## config.mk

```make
export PLATFORM = sky130hd
export DESIGN_NAME = charger_enable_gate_sequencer
export DESIGN_NICKNAME = d
export VERILOG_FILES = /design/src/core/charger_pkg.sv /design/src/core/timer_if.sv /design/src/core/interval_timer.sv /design/src/core/sync_mode_select.sv /design/src/core/charger_enable_gate_sequencer.sv
export SDC_FILE = /design/constraint.sdc
export NUM_CORES = 1
export LEC_CHECK = 0
export BUFFER_PORTS_ARGS = -buffer_cell sky130_fd_sc_hd__buf_4
export CORE_UTILIZATION = 50
export CTS_BUF_LIST = sky130_fd_sc_hd__clkbuf_2
export CTS_CLUSTER_DIAMETER = 30
export DETAILED_ROUTE_END_ITERATION = 16
export PLACE_DENSITY_LB_ADDON = 0.15
export SLEW_MARGIN = 25
export SYNTH_ARGS = -nofsm -noshare
export SYNTH_HDL_FRONTEND = slang
export SYNTH_SLANG_ARGS = --single-unit
```

## constraint.sdc

```tcl
create_clock -name ref_clk_i -period 4.93 [get_ports ref_clk_i]
set_input_delay 0.2465 -clock ref_clk_i [delete_from_list [all_inputs] [get_ports ref_clk_i]]
set_output_delay 0.2465 -clock ref_clk_i [all_outputs]
set_load 0.005 [all_outputs]
```

## src/core/charger_pkg.sv

```systemverilog
// Shared constants, timing counts and state types for the charger sequencer
package charger_pkg;

   // ----------------------------------------------------------------------
   // Clock and documented times
   // ----------------------------------------------------------------------
   localparam int unsigned CLK_FREQ_MHZ = 125;
   localparam int unsigned SW_FREQ_KHZ = 300;
   localparam int unsigned DETECT_DELAY_US = 200;
   localparam int unsigned DEGLITCH_US = 2000;
   localparam int unsigned SS_STEP_US = 1000;
   localparam int unsigned DEAD_TIME_NS = 30;
   localparam int unsigned RECHARGE_NS = 80;

   // ----------------------------------------------------------------------
   // Cycle counts derived from the times
   // ----------------------------------------------------------------------
   localparam int unsigned DETECT_CYC = DETECT_DELAY_US * CLK_FREQ_MHZ;
   localparam int unsigned DEGLITCH_CYC = DEGLITCH_US * CLK_FREQ_MHZ;
   localparam int unsigned SS_STEP_CYC = SS_STEP_US * CLK_FREQ_MHZ;
   // Period rounds down: 416 cycles, about 300.5 kHz
   localparam int unsigned PERIOD_CYC = (CLK_FREQ_MHZ * 1000) / SW_FREQ_KHZ;
   // Dead time is a least time, so it rounds up
   localparam int unsigned DEAD_CYC = (DEAD_TIME_NS * CLK_FREQ_MHZ + 999) / 1000;
   localparam int unsigned RECHARGE_CYC = (RECHARGE_NS * CLK_FREQ_MHZ) / 1000;

   // ----------------------------------------------------------------------
   // Widths and sized compare values
   // ----------------------------------------------------------------------
   localparam int unsigned TMR_W = 18;
   localparam int unsigned PER_W = 9;
   localparam int unsigned GCNT_W = 4;
   localparam logic [PER_W-1:0] PERIOD_LAST = PER_W'(PERIOD_CYC - 1);
   localparam logic [GCNT_W-1:0] DEAD_LAST = GCNT_W'(DEAD_CYC - 1);
   localparam logic [GCNT_W-1:0] RECHARGE_LAST = GCNT_W'(RECHARGE_CYC - 1);
   localparam logic [3:0] SS_STEPS = 4'h8;
   localparam logic [2:0] BOOT_LOW_CYC = 3'h3;

   // ----------------------------------------------------------------------
   // State types
   // ----------------------------------------------------------------------
   typedef enum logic [2:0] {
      SEQ_OFF = 3'b000,
      SEQ_DETECT = 3'b001,
      SEQ_READY = 3'b010,
      SEQ_DEGLITCH = 3'b011,
      SEQ_CHARGE = 3'b100
   } seq_state_type;

   typedef enum logic [2:0] {
      G_OFF = 3'b000,
      G_HIGH = 3'b001,
      G_DEAD_LO = 3'b010,
      G_LOW = 3'b011,
      G_DEAD_HI = 3'b100
   } gate_state_type;

endpackage

```

## src/core/timer_if.sv

```systemverilog
// Clear and expiry pair between the sequencer and one interval timer
`timescale 1ns/1ps
`default_nettype none

interface timer_if;
   logic clear;
   logic expired;

   modport owner (output clear, input expired);
   modport timer (input clear, output expired);
endinterface

`default_nettype wire

```

## src/core/interval_timer.sv

```systemverilog
// Interval timer: counts cycles while not cleared, holds expiry at the limit
`timescale 1ns/1ps
`default_nettype none

module interval_timer
   import charger_pkg::*;
#(
   parameter int unsigned LIMIT = 16
) (
   // Clock and reset
   input wire logic ref_clk_i,
   input wire logic nrst_i,
   // Control pair
   timer_if.timer tif
);

   localparam logic [TMR_W-1:0] LAST = TMR_W'(LIMIT - 1);

   logic [TMR_W-1:0] cnt_r;
   logic [TMR_W-1:0] cnt_nxt;

   // ----------------------------------------------------------------------
   // Counter
   // ----------------------------------------------------------------------
   // Saturating at the last count keeps expiry high until the owner clears
   always_comb begin
      if (tif.clear) begin
         cnt_nxt = '0;
      end else if (cnt_r != LAST) begin
         cnt_nxt = cnt_r + 1'b1;
      end else begin
         cnt_nxt = cnt_r;
      end
   end

   always_ff @(posedge ref_clk_i) begin
      if (!nrst_i) begin
         cnt_r <= '0;
      end else begin
         cnt_r <= cnt_nxt;
      end
   end

   assign tif.expired = (cnt_r == LAST);

endmodule

`default_nettype wire

```

## src/core/sync_mode_select.sv

```systemverilog
// Synchronous versus diode-emulation mode choice with comparator hysteresis
`timescale 1ns/1ps
`default_nettype none

module sync_mode_select (
   // Clock and reset
   input wire logic ref_clk_i,
   input wire logic nrst_i,
   // Switching cycle boundary
   input wire logic period_start_i,
   // Charge-current comparator results
   input wire logic cur_below_fall_i,
   input wire logic cur_above_rise_i,
   // Mode
   output logic sync_mode_o
);

   logic mode_r;
   logic mode_nxt;

   // ----------------------------------------------------------------------
   // Mode latch
   // ----------------------------------------------------------------------
   // Mode only changes at a cycle boundary so a pulse is never cut short
   always_comb begin
      mode_nxt = mode_r;
      if (period_start_i) begin
         if (mode_r && cur_below_fall_i) begin
            mode_nxt = 1'b0;
         end else if (!mode_r && cur_above_rise_i && !cur_below_fall_i) begin
            mode_nxt = 1'b1;
         end
      end
   end

   // Starts in diode emulation, the safe choice at low current
   always_ff @(posedge ref_clk_i) begin
      if (!nrst_i) begin
         mode_r <= 1'b0;
      end else begin
         mode_r <= mode_nxt;
      end
   end

   assign sync_mode_o = mode_r;

endmodule

`default_nettype wire

```

## src/core/charger_enable_gate_sequencer.sv

```systemverilog
// Charger power-up sequencing, charge qualification, soft-start and gate drive
`timescale 1ns/1ps
`default_nettype none

module charger_enable_gate_sequencer
   import charger_pkg::*;
#(
   parameter int unsigned DETECT_LIMIT = DETECT_CYC,
   parameter int unsigned DEGLITCH_LIMIT = DEGLITCH_CYC,
   parameter int unsigned SS_STEP_LIMIT = SS_STEP_CYC
) (
   // Clock and reset
   input wire logic ref_clk_i,
   input wire logic nrst_i,
   // Supply and adapter comparators
   input wire logic input_supply_sense_above_4v_i,
   input wire logic adapter_detect_in_above_0p6v_i,
   input wire logic adapter_detect_in_above_2p4v_i,
   input wire logic adapter_above_batt_i,
   input wire logic adapter_ovp_i,
   // Enable and protection
   input wire logic chg_en_pin_i,
   input wire logic gate_supply_ok_i,
   input wire logic ref_ok_i,
   input wire logic thermal_shutdown_i,
   input wire logic charge_ocp_i,
   // Loop and bootstrap comparators
   input wire logic duty_req_i,
   input wire logic boot_low_i,
   input wire logic cur_below_fall_i,
   input wire logic cur_above_rise_i,
   // Bias and monitor controls
   output logic partial_bias_o,
   output logic full_bias_o,
   output logic current_monitor_en_o,
   // Open-drain adapter status
   output logic adapter_ok_out_o,
   output logic adapter_ok_oe_o,
   // Charge status and current limit
   output logic charge_enabled_o,
   output logic [3:0] ss_level_o,
   output logic sync_mode_o,
   // Gate commands
   output logic hs_gate_o,
   output logic ls_gate_o
);

   localparam int PER_CHK = int'(PERIOD_CYC);

   // ----------------------------------------------------------------------
   // Declarations
   // ----------------------------------------------------------------------
   seq_state_type seq_r;
   seq_state_type seq_nxt;
   gate_state_type g_r;
   gate_state_type g_nxt;
   logic adapter_ok_out_r;
   logic adapter_ok_out_nxt;
   logic part_r;
   logic part_nxt;
   logic full_r;
   logic full_nxt;
   logic [3:0] ss_r;
   logic [3:0] ss_nxt;
   logic [PER_W-1:0] per_r;
   logic [PER_W-1:0] per_nxt;
   logic [GCNT_W-1:0] gcnt_r;
   logic [GCNT_W-1:0] gcnt_nxt;
   logic refresh_r;
   logic refresh_nxt;
   logic [2:0] boot_r;
   logic [2:0] boot_nxt;
   logic hs_r;
   logic ls_r;
   logic enable_ok;
   logic charging;
   logic period_start;
   logic refresh_req;
   logic gcnt_inc;

   timer_if det_tif ();
   timer_if deg_tif ();
   timer_if step_tif ();

   // ----------------------------------------------------------------------
   // Interval timers
   // ----------------------------------------------------------------------
   interval_timer #(.LIMIT(DETECT_LIMIT)) u_detect_tmr (
      .ref_clk_i(ref_clk_i),
      .nrst_i(nrst_i),
      .tif(det_tif.timer)
   );

   interval_timer #(.LIMIT(DEGLITCH_LIMIT)) u_deglitch_tmr (
      .ref_clk_i(ref_clk_i),
      .nrst_i(nrst_i),
      .tif(deg_tif.timer)
   );

   interval_timer #(.LIMIT(SS_STEP_LIMIT)) u_step_tmr (
      .ref_clk_i(ref_clk_i),
      .nrst_i(nrst_i),
      .tif(step_tif.timer)
   );

   sync_mode_select u_sync_sel (
      .ref_clk_i(ref_clk_i),
      .nrst_i(nrst_i),
      .period_start_i(period_start),
      .cur_below_fall_i(cur_below_fall_i),
      .cur_above_rise_i(cur_above_rise_i),
      .sync_mode_o(sync_mode_o)
   );

   // ----------------------------------------------------------------------
   // Power-up sequencing and charge qualification
   // ----------------------------------------------------------------------
   // One term for start and for stop, so the two can never disagree
   assign enable_ok = input_supply_sense_above_4v_i && chg_en_pin_i && adapter_detect_in_above_2p4v_i &&
                      adapter_above_batt_i && gate_supply_ok_i && ref_ok_i &&
                      !thermal_shutdown_i && !adapter_ovp_i && !charge_ocp_i;
   assign charging = (seq_r == SEQ_CHARGE);
   assign det_tif.clear = (seq_r != SEQ_DETECT);
   assign deg_tif.clear = (seq_r != SEQ_DEGLITCH);

   always_comb begin
      seq_nxt = seq_r;
      unique case (seq_r)
         SEQ_OFF: begin
            if (input_supply_sense_above_4v_i && adapter_detect_in_above_2p4v_i) begin
               seq_nxt = SEQ_DETECT;
            end
         end
         SEQ_DETECT: begin
            if (!adapter_detect_in_above_2p4v_i) begin
               seq_nxt = SEQ_OFF;
            end else if (det_tif.expired) begin
               seq_nxt = SEQ_READY;
            end
         end
         SEQ_READY: begin
            if (!adapter_detect_in_above_2p4v_i) begin
               seq_nxt = SEQ_OFF;
            end else if (enable_ok) begin
               seq_nxt = SEQ_DEGLITCH;
            end
         end
         SEQ_DEGLITCH: begin
            // Any other enable drop during the window restarts it from the ready state; adapter detect or supply loss goes to off
            if (!adapter_detect_in_above_2p4v_i) begin
               seq_nxt = SEQ_OFF;
            end else if (!enable_ok) begin
               seq_nxt = SEQ_READY;
            end else if (deg_tif.expired) begin
               seq_nxt = SEQ_CHARGE;
            end
         end
         SEQ_CHARGE: begin
            if (!adapter_detect_in_above_2p4v_i) begin
               seq_nxt = SEQ_OFF;
            end else if (!enable_ok) begin
               seq_nxt = SEQ_READY;
            end
         end
         default: begin
            seq_nxt = SEQ_OFF;
         end
      endcase
      // Supply lockout overrides every state
      if (!input_supply_sense_above_4v_i) begin
         seq_nxt = SEQ_OFF;
      end
   end

   // Status and bias follow the comparators one cycle later
   always_comb begin
      adapter_ok_out_nxt = (seq_nxt == SEQ_READY) || (seq_nxt == SEQ_DEGLITCH) ||
                 (seq_nxt == SEQ_CHARGE);
      part_nxt = input_supply_sense_above_4v_i && !adapter_detect_in_above_0p6v_i;
      full_nxt = input_supply_sense_above_4v_i && adapter_detect_in_above_0p6v_i;
   end

   always_ff @(posedge ref_clk_i) begin
      if (!nrst_i) begin
         seq_r <= SEQ_OFF;
         adapter_ok_out_r <= 1'b0;
         part_r <= 1'b0;
         full_r <= 1'b0;
      end else begin
         seq_r <= seq_nxt;
         adapter_ok_out_r <= adapter_ok_out_nxt;
         part_r <= part_nxt;
         full_r <= full_nxt;
      end
   end

   // ----------------------------------------------------------------------
   // Soft-start
   // ----------------------------------------------------------------------
   // The step timer rearms itself at each step and stops at the top
   assign step_tif.clear = !charging || step_tif.expired || (ss_r == SS_STEPS);

   always_comb begin
      if (!charging) begin
         ss_nxt = 4'h0;
      end else if (step_tif.expired && (ss_r != SS_STEPS)) begin
         ss_nxt = ss_r + 4'h1;
      end else begin
         ss_nxt = ss_r;
      end
   end

   always_ff @(posedge ref_clk_i) begin
      if (!nrst_i) begin
         ss_r <= 4'h0;
      end else begin
         ss_r <= ss_nxt;
      end
   end

   // ----------------------------------------------------------------------
   // Switching period and bootstrap watch
   // ----------------------------------------------------------------------
   // Free-running so the frequency never depends on operating conditions
   assign period_start = (per_r == '0);
   assign per_nxt = (per_r == PERIOD_LAST) ? '0 : per_r + 1'b1;
   assign refresh_req = (boot_r > BOOT_LOW_CYC);

   always_comb begin
      if ((g_r != G_HIGH) || !boot_low_i) begin
         boot_nxt = 3'h0;
      end else if (period_start && (boot_r != 3'h7)) begin
         boot_nxt = boot_r + 3'h1;
      end else begin
         boot_nxt = boot_r;
      end
   end

   // ----------------------------------------------------------------------
   // Gate sequencing
   // ----------------------------------------------------------------------
   always_comb begin
      g_nxt = g_r;
      gcnt_inc = 1'b1;
      refresh_nxt = refresh_r;
      unique case (g_r)
         G_OFF: begin
            // The saturated count also guards the gap after a short pulse
            if (period_start && duty_req_i && (gcnt_r >= DEAD_LAST)) begin
               g_nxt = G_HIGH;
            end
         end
         G_HIGH: begin
            // A held request never ends the on time at a cycle boundary
            if (refresh_req) begin
               g_nxt = G_DEAD_LO;
               refresh_nxt = 1'b1;
            end else if (!duty_req_i) begin
               g_nxt = G_DEAD_LO;
               refresh_nxt = 1'b0;
            end
         end
         G_DEAD_LO: begin
            if (gcnt_r == DEAD_LAST) begin
               g_nxt = G_LOW;
            end
         end
         G_LOW: begin
            if (refresh_r || !sync_mode_o) begin
               if (gcnt_r == RECHARGE_LAST) begin
                  g_nxt = refresh_r ? G_DEAD_HI : G_OFF;
               end
            end else if (period_start) begin
               g_nxt = duty_req_i ? G_DEAD_HI : G_OFF;
            end
         end
         G_DEAD_HI: begin
            if (gcnt_r == DEAD_LAST) begin
               g_nxt = G_HIGH;
               refresh_nxt = 1'b0;
            end
         end
         default: begin
            g_nxt = G_OFF;
         end
      endcase
      if (g_nxt != g_r) begin
         gcnt_inc = 1'b0;
      end
      if (!charging) begin
         g_nxt = G_OFF;
         refresh_nxt = 1'b0;
      end
      if (g_nxt != g_r) begin
         gcnt_nxt = '0;
      end else if (gcnt_inc && (gcnt_r != '1)) begin
         gcnt_nxt = gcnt_r + 1'b1;
      end else begin
         gcnt_nxt = gcnt_r;
      end
   end

   // Gate commands are decoded from the next state to keep them glitch free
   always_ff @(posedge ref_clk_i) begin
      if (!nrst_i) begin
         per_r <= '0;
         g_r <= G_OFF;
         gcnt_r <= '1;
         refresh_r <= 1'b0;
         boot_r <= 3'h0;
         hs_r <= 1'b0;
         ls_r <= 1'b0;
      end else begin
         per_r <= per_nxt;
         g_r <= g_nxt;
         gcnt_r <= gcnt_nxt;
         refresh_r <= refresh_nxt;
         boot_r <= boot_nxt;
         hs_r <= (g_nxt == G_HIGH);
         ls_r <= (g_nxt == G_LOW);
      end
   end

   // ----------------------------------------------------------------------
   // Outputs
   // ----------------------------------------------------------------------
   // Status pin only ever pulls low; the external pull-up makes the high
   assign adapter_ok_out_o = 1'b0;
   assign adapter_ok_oe_o = !adapter_ok_out_r;
   assign partial_bias_o = part_r;
   assign full_bias_o = full_r;
   assign current_monitor_en_o = full_r;
   assign charge_enabled_o = charging;
   assign ss_level_o = ss_r;
   assign hs_gate_o = hs_r;
   assign ls_gate_o = ls_r;
endmodule

`default_nettype wire

```

# After elaboration in Yosys (flattened, before gate mapping)

Cells that the tools add are included.

Register bits: 87
Input bits: 16
Output and inout bits: 13
Logic and storage cells: 140

Order comparisons: 2
Reduce and logical (&&, ||, !) cells: 48
Mux-type cells: 33
Bitwise operators: 1
Add/subtract/negate cells: 7
Equality and inequality tests: 33

Operator list:

| operator                                                                | number |
|---|---|
| 3-bit two-way mux                                                       | 22 |
| 18-bit by 1-bit adder with 18-bit output, second input constant         | 3 |
| 3-bit one-hot mux with 5 select lines                                   | 2 |
| 3-bit by 2-bit equality test with 1-bit output, second input constant   | 7 |
| 1-bit logical AND                                                       | 19 |
| 18-bit by 15-bit equality test with 1-bit output, second input constant | 1 |
| 18-bit by 17-bit equality test with 1-bit output, second input constant | 1 |
| 18-bit equality test, second input constant                             | 1 |
| 18-bit by 15-bit != test with 1-bit output, second input constant       | 1 |
| 18-bit by 17-bit != test with 1-bit output, second input constant       | 1 |
| 18-bit != test, second input constant                                   | 1 |
| 2-bit OR reduction                                                      | 5 |
| 9-bit by 1-bit adder with 9-bit output, second input constant           | 1 |
| 3-bit by 1-bit equality test with 1-bit output, second input constant   | 3 |
| 3-bit equality test, second input constant                              | 3 |
| 9-bit equality test, second input constant                              | 1 |
| 1-bit logical NOT                                                       | 9 |
| 9-bit logical NOT                                                       | 1 |
| 4-bit by 1-bit adder with 4-bit output, second input constant           | 2 |
| 4-bit equality test, second input constant                              | 2 |
| 4-bit two-way mux                                                       | 2 |
| 4-bit != test, second input constant                                    | 2 |
| 3-bit logical NOT                                                       | 2 |
| 1-bit logical OR                                                        | 6 |
| 15 further kinds                                                        | 26 |

# Depth between registers and ports, before layout

Word-level depth: 15
Gate-level depth with buffers: 8
Gate-level depth less buffers: 8

# Cells and area by module

Synthesis repeated with hierarchy kept, for this count alone.

Cell total of the unflattened synthesis: 533
Area total of the unflattened synthesis: 4,534.3 um^2

By module, submodules not included:

| module                           | seq. area each (um^2) | cells an instance | area each (um^2) | instances |
|---|---|---|---|---|
| charger_enable_gate_sequencer    | 640.6                 | 204               | 1,770.4          | 1 |
| interval_timer at u_step_tmr     | 360.3                 | 116               | 958.4            | 1 |
| interval_timer at u_detect_tmr   | 360.3                 | 106               | 903.4            | 1 |
| interval_timer at u_deglitch_tmr | 360.3                 | 103               | 865.8            | 1 |
| sync_mode_select                 | 20.0                  | 4                 | 36.3             | 1 |

# Worst setup path after synthesis

OpenSTA, ideal clock, no wires.

Path type: register to register
Start point: register per_r[0]
End point: register gcnt_r[1]
Slack: 2.922 ns
Data arrival time: 1.939 ns
Path buffers: 0
Setup time: 0.069 ns
Period minus slack after synthesis: 2.008 ns
Cell stages (with the launch flop): 9
Required time: 4.861 ns
Cell sequence: dfxtp_1 -> inv_1 -> ha_1 -> nor4b_2 -> and2_0 -> a211o_1 -> a21oi_1 -> mux2_2 -> o21ai_1

Cells in the longest elaborated chain, start to end: 9
Elaborated cells on any way between the ends: 14
Classes of those cells: eq/ne: 2; mux: 7; reduce/logical: 5

RTL lines:

| what                                      | line                                 | RTL |
|---|---|---|
| start, declared                           | charger_enable_gate_sequencer.sv:65  | `logic [PER_W-1:0] per_r;` |
| start signal, assigned                    | charger_enable_gate_sequencer.sv:314 | `per_r <= per_nxt;` |
| 9-bit logical NOT (*)                     | charger_enable_gate_sequencer.sv:225 | `assign period_start = (per_r == '0);` |
| 1-bit logical AND (2 in a row)            | charger_enable_gate_sequencer.sv:249 | `if (period_start && duty_req_i && (gcnt_r >= DEAD_LAST)) begin` |
| 3-bit two-way mux                         | charger_enable_gate_sequencer.sv:249 |  |
| 3-bit one-hot mux with 5 select lines (*) | charger_enable_gate_sequencer.sv:246 | `unique case (g_r)` |
| 3-bit != test                             | charger_enable_gate_sequencer.sv:287 | `if (g_nxt != g_r) begin` |
| 1-bit two-way mux                         | charger_enable_gate_sequencer.sv:287 |  |
| 1-bit logical AND                         | charger_enable_gate_sequencer.sv:296 | `end else if (gcnt_inc && (gcnt_r != '1)) begin` |
| 2-bit nonzero test (no source line)       | -                                    |  |
| end signal, assigned                      | charger_enable_gate_sequencer.sv:316 | `gcnt_r <= gcnt_nxt;` |
| end, declared                             | charger_enable_gate_sequencer.sv:67  | `logic [GCNT_W-1:0] gcnt_r;` |

Every way passes the cells marked *; elsewhere a longest branch is shown, timed or not.
A chain may end at the register's enable or synchronous reset.

# Worst setup path after layout

Start point: register u_detect_tmr.cnt_r[0]
End point: register adapter_ok_out_r

Cells in the longest elaborated chain, start to end: 8
Elaborated cells on any way between the ends: 10
Classes of those cells: eq/ne: 4; mux: 4; reduce/logical: 2

RTL lines:

| what                                                 | line                                 | RTL |
|---|---|---|
| start, declared                                      | interval_timer.sv:19                 | `logic [TMR_W-1:0] cnt_r;` |
| start signal, assigned                               | interval_timer.sv:40                 | `cnt_r <= cnt_nxt;` |
| 18-bit by 15-bit equality test with 1-bit output (*) | interval_timer.sv:44                 | `assign tif.expired = (cnt_r == LAST);` |
| 3-bit two-way mux (*)                                | charger_enable_gate_sequencer.sv:137 | `end else if (det_tif.expired) begin` |
| 3-bit two-way mux (*)                                | charger_enable_gate_sequencer.sv:135 | `if (!adapter_detect_in_above_2p4v_i) begin` |
| 3-bit one-hot mux with 5 select lines (*)            | charger_enable_gate_sequencer.sv:128 | `unique case (seq_r)` |
| 3-bit two-way mux (*)                                | charger_enable_gate_sequencer.sv:170 | `if (!input_supply_sense_above_4v_i) begin` |
| 3-bit by 2-bit equality test with 1-bit output       | charger_enable_gate_sequencer.sv:177 | `adapter_ok_out_nxt = (seq_nxt == SEQ_READY) \|\| (seq_nxt == SEQ_DEGLITCH) \|\|` |
| 1-bit logical OR                                     | charger_enable_gate_sequencer.sv:177 |  |
| 1-bit logical OR (*)                                 | charger_enable_gate_sequencer.sv:177 |  |
| end signal, assigned                                 | charger_enable_gate_sequencer.sv:191 | `adapter_ok_out_r <= adapter_ok_out_nxt;` |
| end, declared                                        | charger_enable_gate_sequencer.sv:57  | `logic adapter_ok_out_r;` |

Marked as above.

==> impl_metrics.ini <==
[clock_tree]
post_cts_buffers = 0
cts.path.max_buffers = 2
hold_buffers = 10
htreeDepth = 3
cts_tree = done
cts_sinks = 87
clk_pin_slew_ns = 0.21
root_buffer = clkbuf_2
post_cts_resize_count = 0
insertion_delay_ns = 0.53
numCtsBuffers = 9

[logic_synthesis]
synth_edf_count = 0
synth_ff_type = dfxtp_1
synth.most_common_cell = dfxtp_1
synth_area_leaders = dfxtp_1 42%, nor2_1 7.5%, xor2_1 6.7%
syn_area_per_cell_um2 = 8.62
ys_ff_latch = 87
yosysSeqAreaShare_pct = 41.8
synth_top_cell_by_area = dfxtp_1
synthTopCellsByCount = 87 x dfxtp_1, 83 x nor2_1, 34 x nand3_1
synth_cells = 484
synth-async-reset-ratio_pct = 0
mappedNetlistNets = 512
yosysWarnings = 0
ys_types = 57
synth_top_area_share_pct = 41.8
synthesis.area_mm2 = 0.00417

[timing]
slew_headroom_pct = 50.6
worst-slew-pin-transition_ns = 0.734
tns_ns = 0
worst_slack_ns = 2.61
fin_crit_ns = 2.32
drv_slew = 0
finalHoldViolCount = 0
fmax_ghz = 0.431
period_share_pct = 47.1
setup_violations = 0
skew_ns = 0.0258
holdWs_ns = 0.181
rsz0062_at_grt = no

[worst_setup_path]
cp-start-kind = flip-flop
critPathBufInv = 1
worstPathMaxFanout = 7
crit_family = simple AND/OR/NAND/NOR gates
arrival_ns = 2.80
cp-end-kind = flip-flop
cp_slowest_cell = dlygate4sd3_1
required_ns = 5.41
crit_type = flip-flop to flip-flop
crit_chain = ha_1 -> and3_1 -> nand4_1 -> nor3b_1 -> o31ai_1 -> a21oi_1 -> dlygate4sd3_1
slowest_delay_ns = 0.54

[job]
max_cap_viol_count = 0

[placed_design]
placed_cells = 600
gp_congestion = 0.816
place_ws_ns = 2.74
io_buffers = 27
place_area_mm2 = 0.00444
dp_hpwl_mm = 5.49

[floorplanning]
dieHeight_um = 93.3
die-area_mm2 = 0.00871
design.core.area_mm2 = 0.00789
start_util_pct = 52.9
die_width_um = 93.3
io-pin-count = 29
row_count = 32

[global_routing]
grt_max_degree = 19
grt_pass1_vias = 3101
grt_usage_pct = 19.2
grt_pass1_wl_mm = 13.4
antenna_found_initial = 0
grt.overflow.total = 0

[detailed_routing]
vias = 3309
ant_nets = 0
drt_first_pass_iters = 4
totalWireLength_mm = 7.74
drc_errors = 0
post_drt_wl_per_cell_um = 12.4
drt_iter0_drc = 181
viasPerCell = 5.29

[outcome]
outcome = completed

[power_and_ir_drop]
p_per_area_mw_per_mm2 = 271
peakVddDrop_v = 0.000161
leakage_nw = 1.64

[layout]
design_area_mm2 = 0.00464
fillCellCount = 720
nets = 547
syn_to_final_growth_pct = 11.4
drive_above_1_share_pct = 10.7
antenna_cells = 0
fin_cells = 625

[hold_path]
hp-class = input port to flip-flop
[metal layers]
layer	GRT usage, %	vias up	wire [um]
met5	0	-	0
met4	6.41	0	100
met3	5.37	10	264
met2	33.1	45	3730
met1	22.9	1526	3640
li1	-	1728	-
[worst reg2reg max path: stages, from the launching register on]
cell and delay [ns]:
dfxtp_1 0.41, ha_1 0.24, and3_1 0.19, nand4_1 0.34
nor3b_1 0.32, o31ai_1 0.12, a21oi_1 0.13, dlygate4sd3_1 0.54
[through the flow]
step           utilization [%]  power, mW
3_3_place_gp              56.2      0.907
2_1_floorplan                -      0.876
4_1_cts                   58.9       1.28
5_1_grt                   58.9       1.34
6_report                  58.9       1.26
3_5_place_dp              56.2      0.912
[logic make-up after synthesis]
| group | share of synthesized area (%) |
|---|---|
| other cells | 0.0899 |
| xor+xnor | 12.4 |
| mux | 2.01 |
| simple gates | 29.6 |
| buf+inv | 3.09 |
| flops | 41.8 |
| compound gates | 7.47 |
| fa+ha+maj | 3.60 |
[cells in the final DEF, fill, tap and decap left out, drive strengths merged, types with 5 or more instances in the layout]
cell,count
nor3b,6
nand3,34
nor3,5
a21oi,16
nor4b,6
dfxtp,87
inv,18
or3,9
buf,27
clkbuf,10
xor2,32
dlygate4sd3,10
ha,12
and3,14
nor4,8
nand4,10
nor2,83
xnor2,27
o21ai,15
nand2,33
mux2i,5
nor2b,11
[state kept, by name, indices dropped and copies added (netlist names)]
| name | cells |
|---|---|
| u_deglitch_tmr.cnt_r | 18 |
| u_detect_tmr.cnt_r | 18 |
| u_step_tmr.cnt_r | 18 |
| per_r | 9 |
| gcnt_r | 4 |
| ss_level_o | 4 |
| boot_r | 3 |
| g_r | 3 |
| seq_r | 3 |
| adapter_ok_out_r | 1 |
| current_monitor_en_o | 1 |
| hs_gate_o | 1 |
| ls_gate_o | 1 |
| partial_bias_o | 1 |
| refresh_r | 1 |
| u_sync_sel.sync_mode_o | 1 |
[path summary, 6_finish.rpt]
check,cells past startpoint,slack (ns),startpoint,end
setup / recovery,7,2.61,u_detect_tmr.cnt_r[0]$_SDFFE_PP0N_,adapter_ok_out_r$_SDFF_PN0_
hold / removal,4,0.18,duty_req_i,g_r[2]$_SDFF_PN0_
hold reg to reg,1,0.47,u_step_tmr.cnt_r[0]$_SDFFE_PP0N_,u_step_tmr.cnt_r[0]$_SDFFE_PP0N_
setup reg to reg,7,2.61,u_detect_tmr.cnt_r[0]$_SDFFE_PP0N_,adapter_ok_out_r$_SDFF_PN0_
[layout make-up]
type | count | area (um2) | area share [%]
Clock inverter | 5 | 58.8 | 1.27
Timing Repair Buffer | 37 | 303 | 6.52
Tap cell | 102 | 128 | 2.75
Sequential cell | 87 | 1740 | 37.5
Inverter | 17 | 63.8 | 1.37
Clock buffer | 10 | 50.0 | 1.08
Multi-Input combinational cell | 367 | 2300 | 49.5
[report_power, final]
group	total (mW)	switching [mW]	internal [mW]	leakage [nW]
Combinational	0.156	0.0709	0.0854	0.873
Clock	0.353	0.236	0.117	0.0644
Sequential	0.747	0.0223	0.725	0.703
No activity file was read; power rests on OpenSTA's default activity.
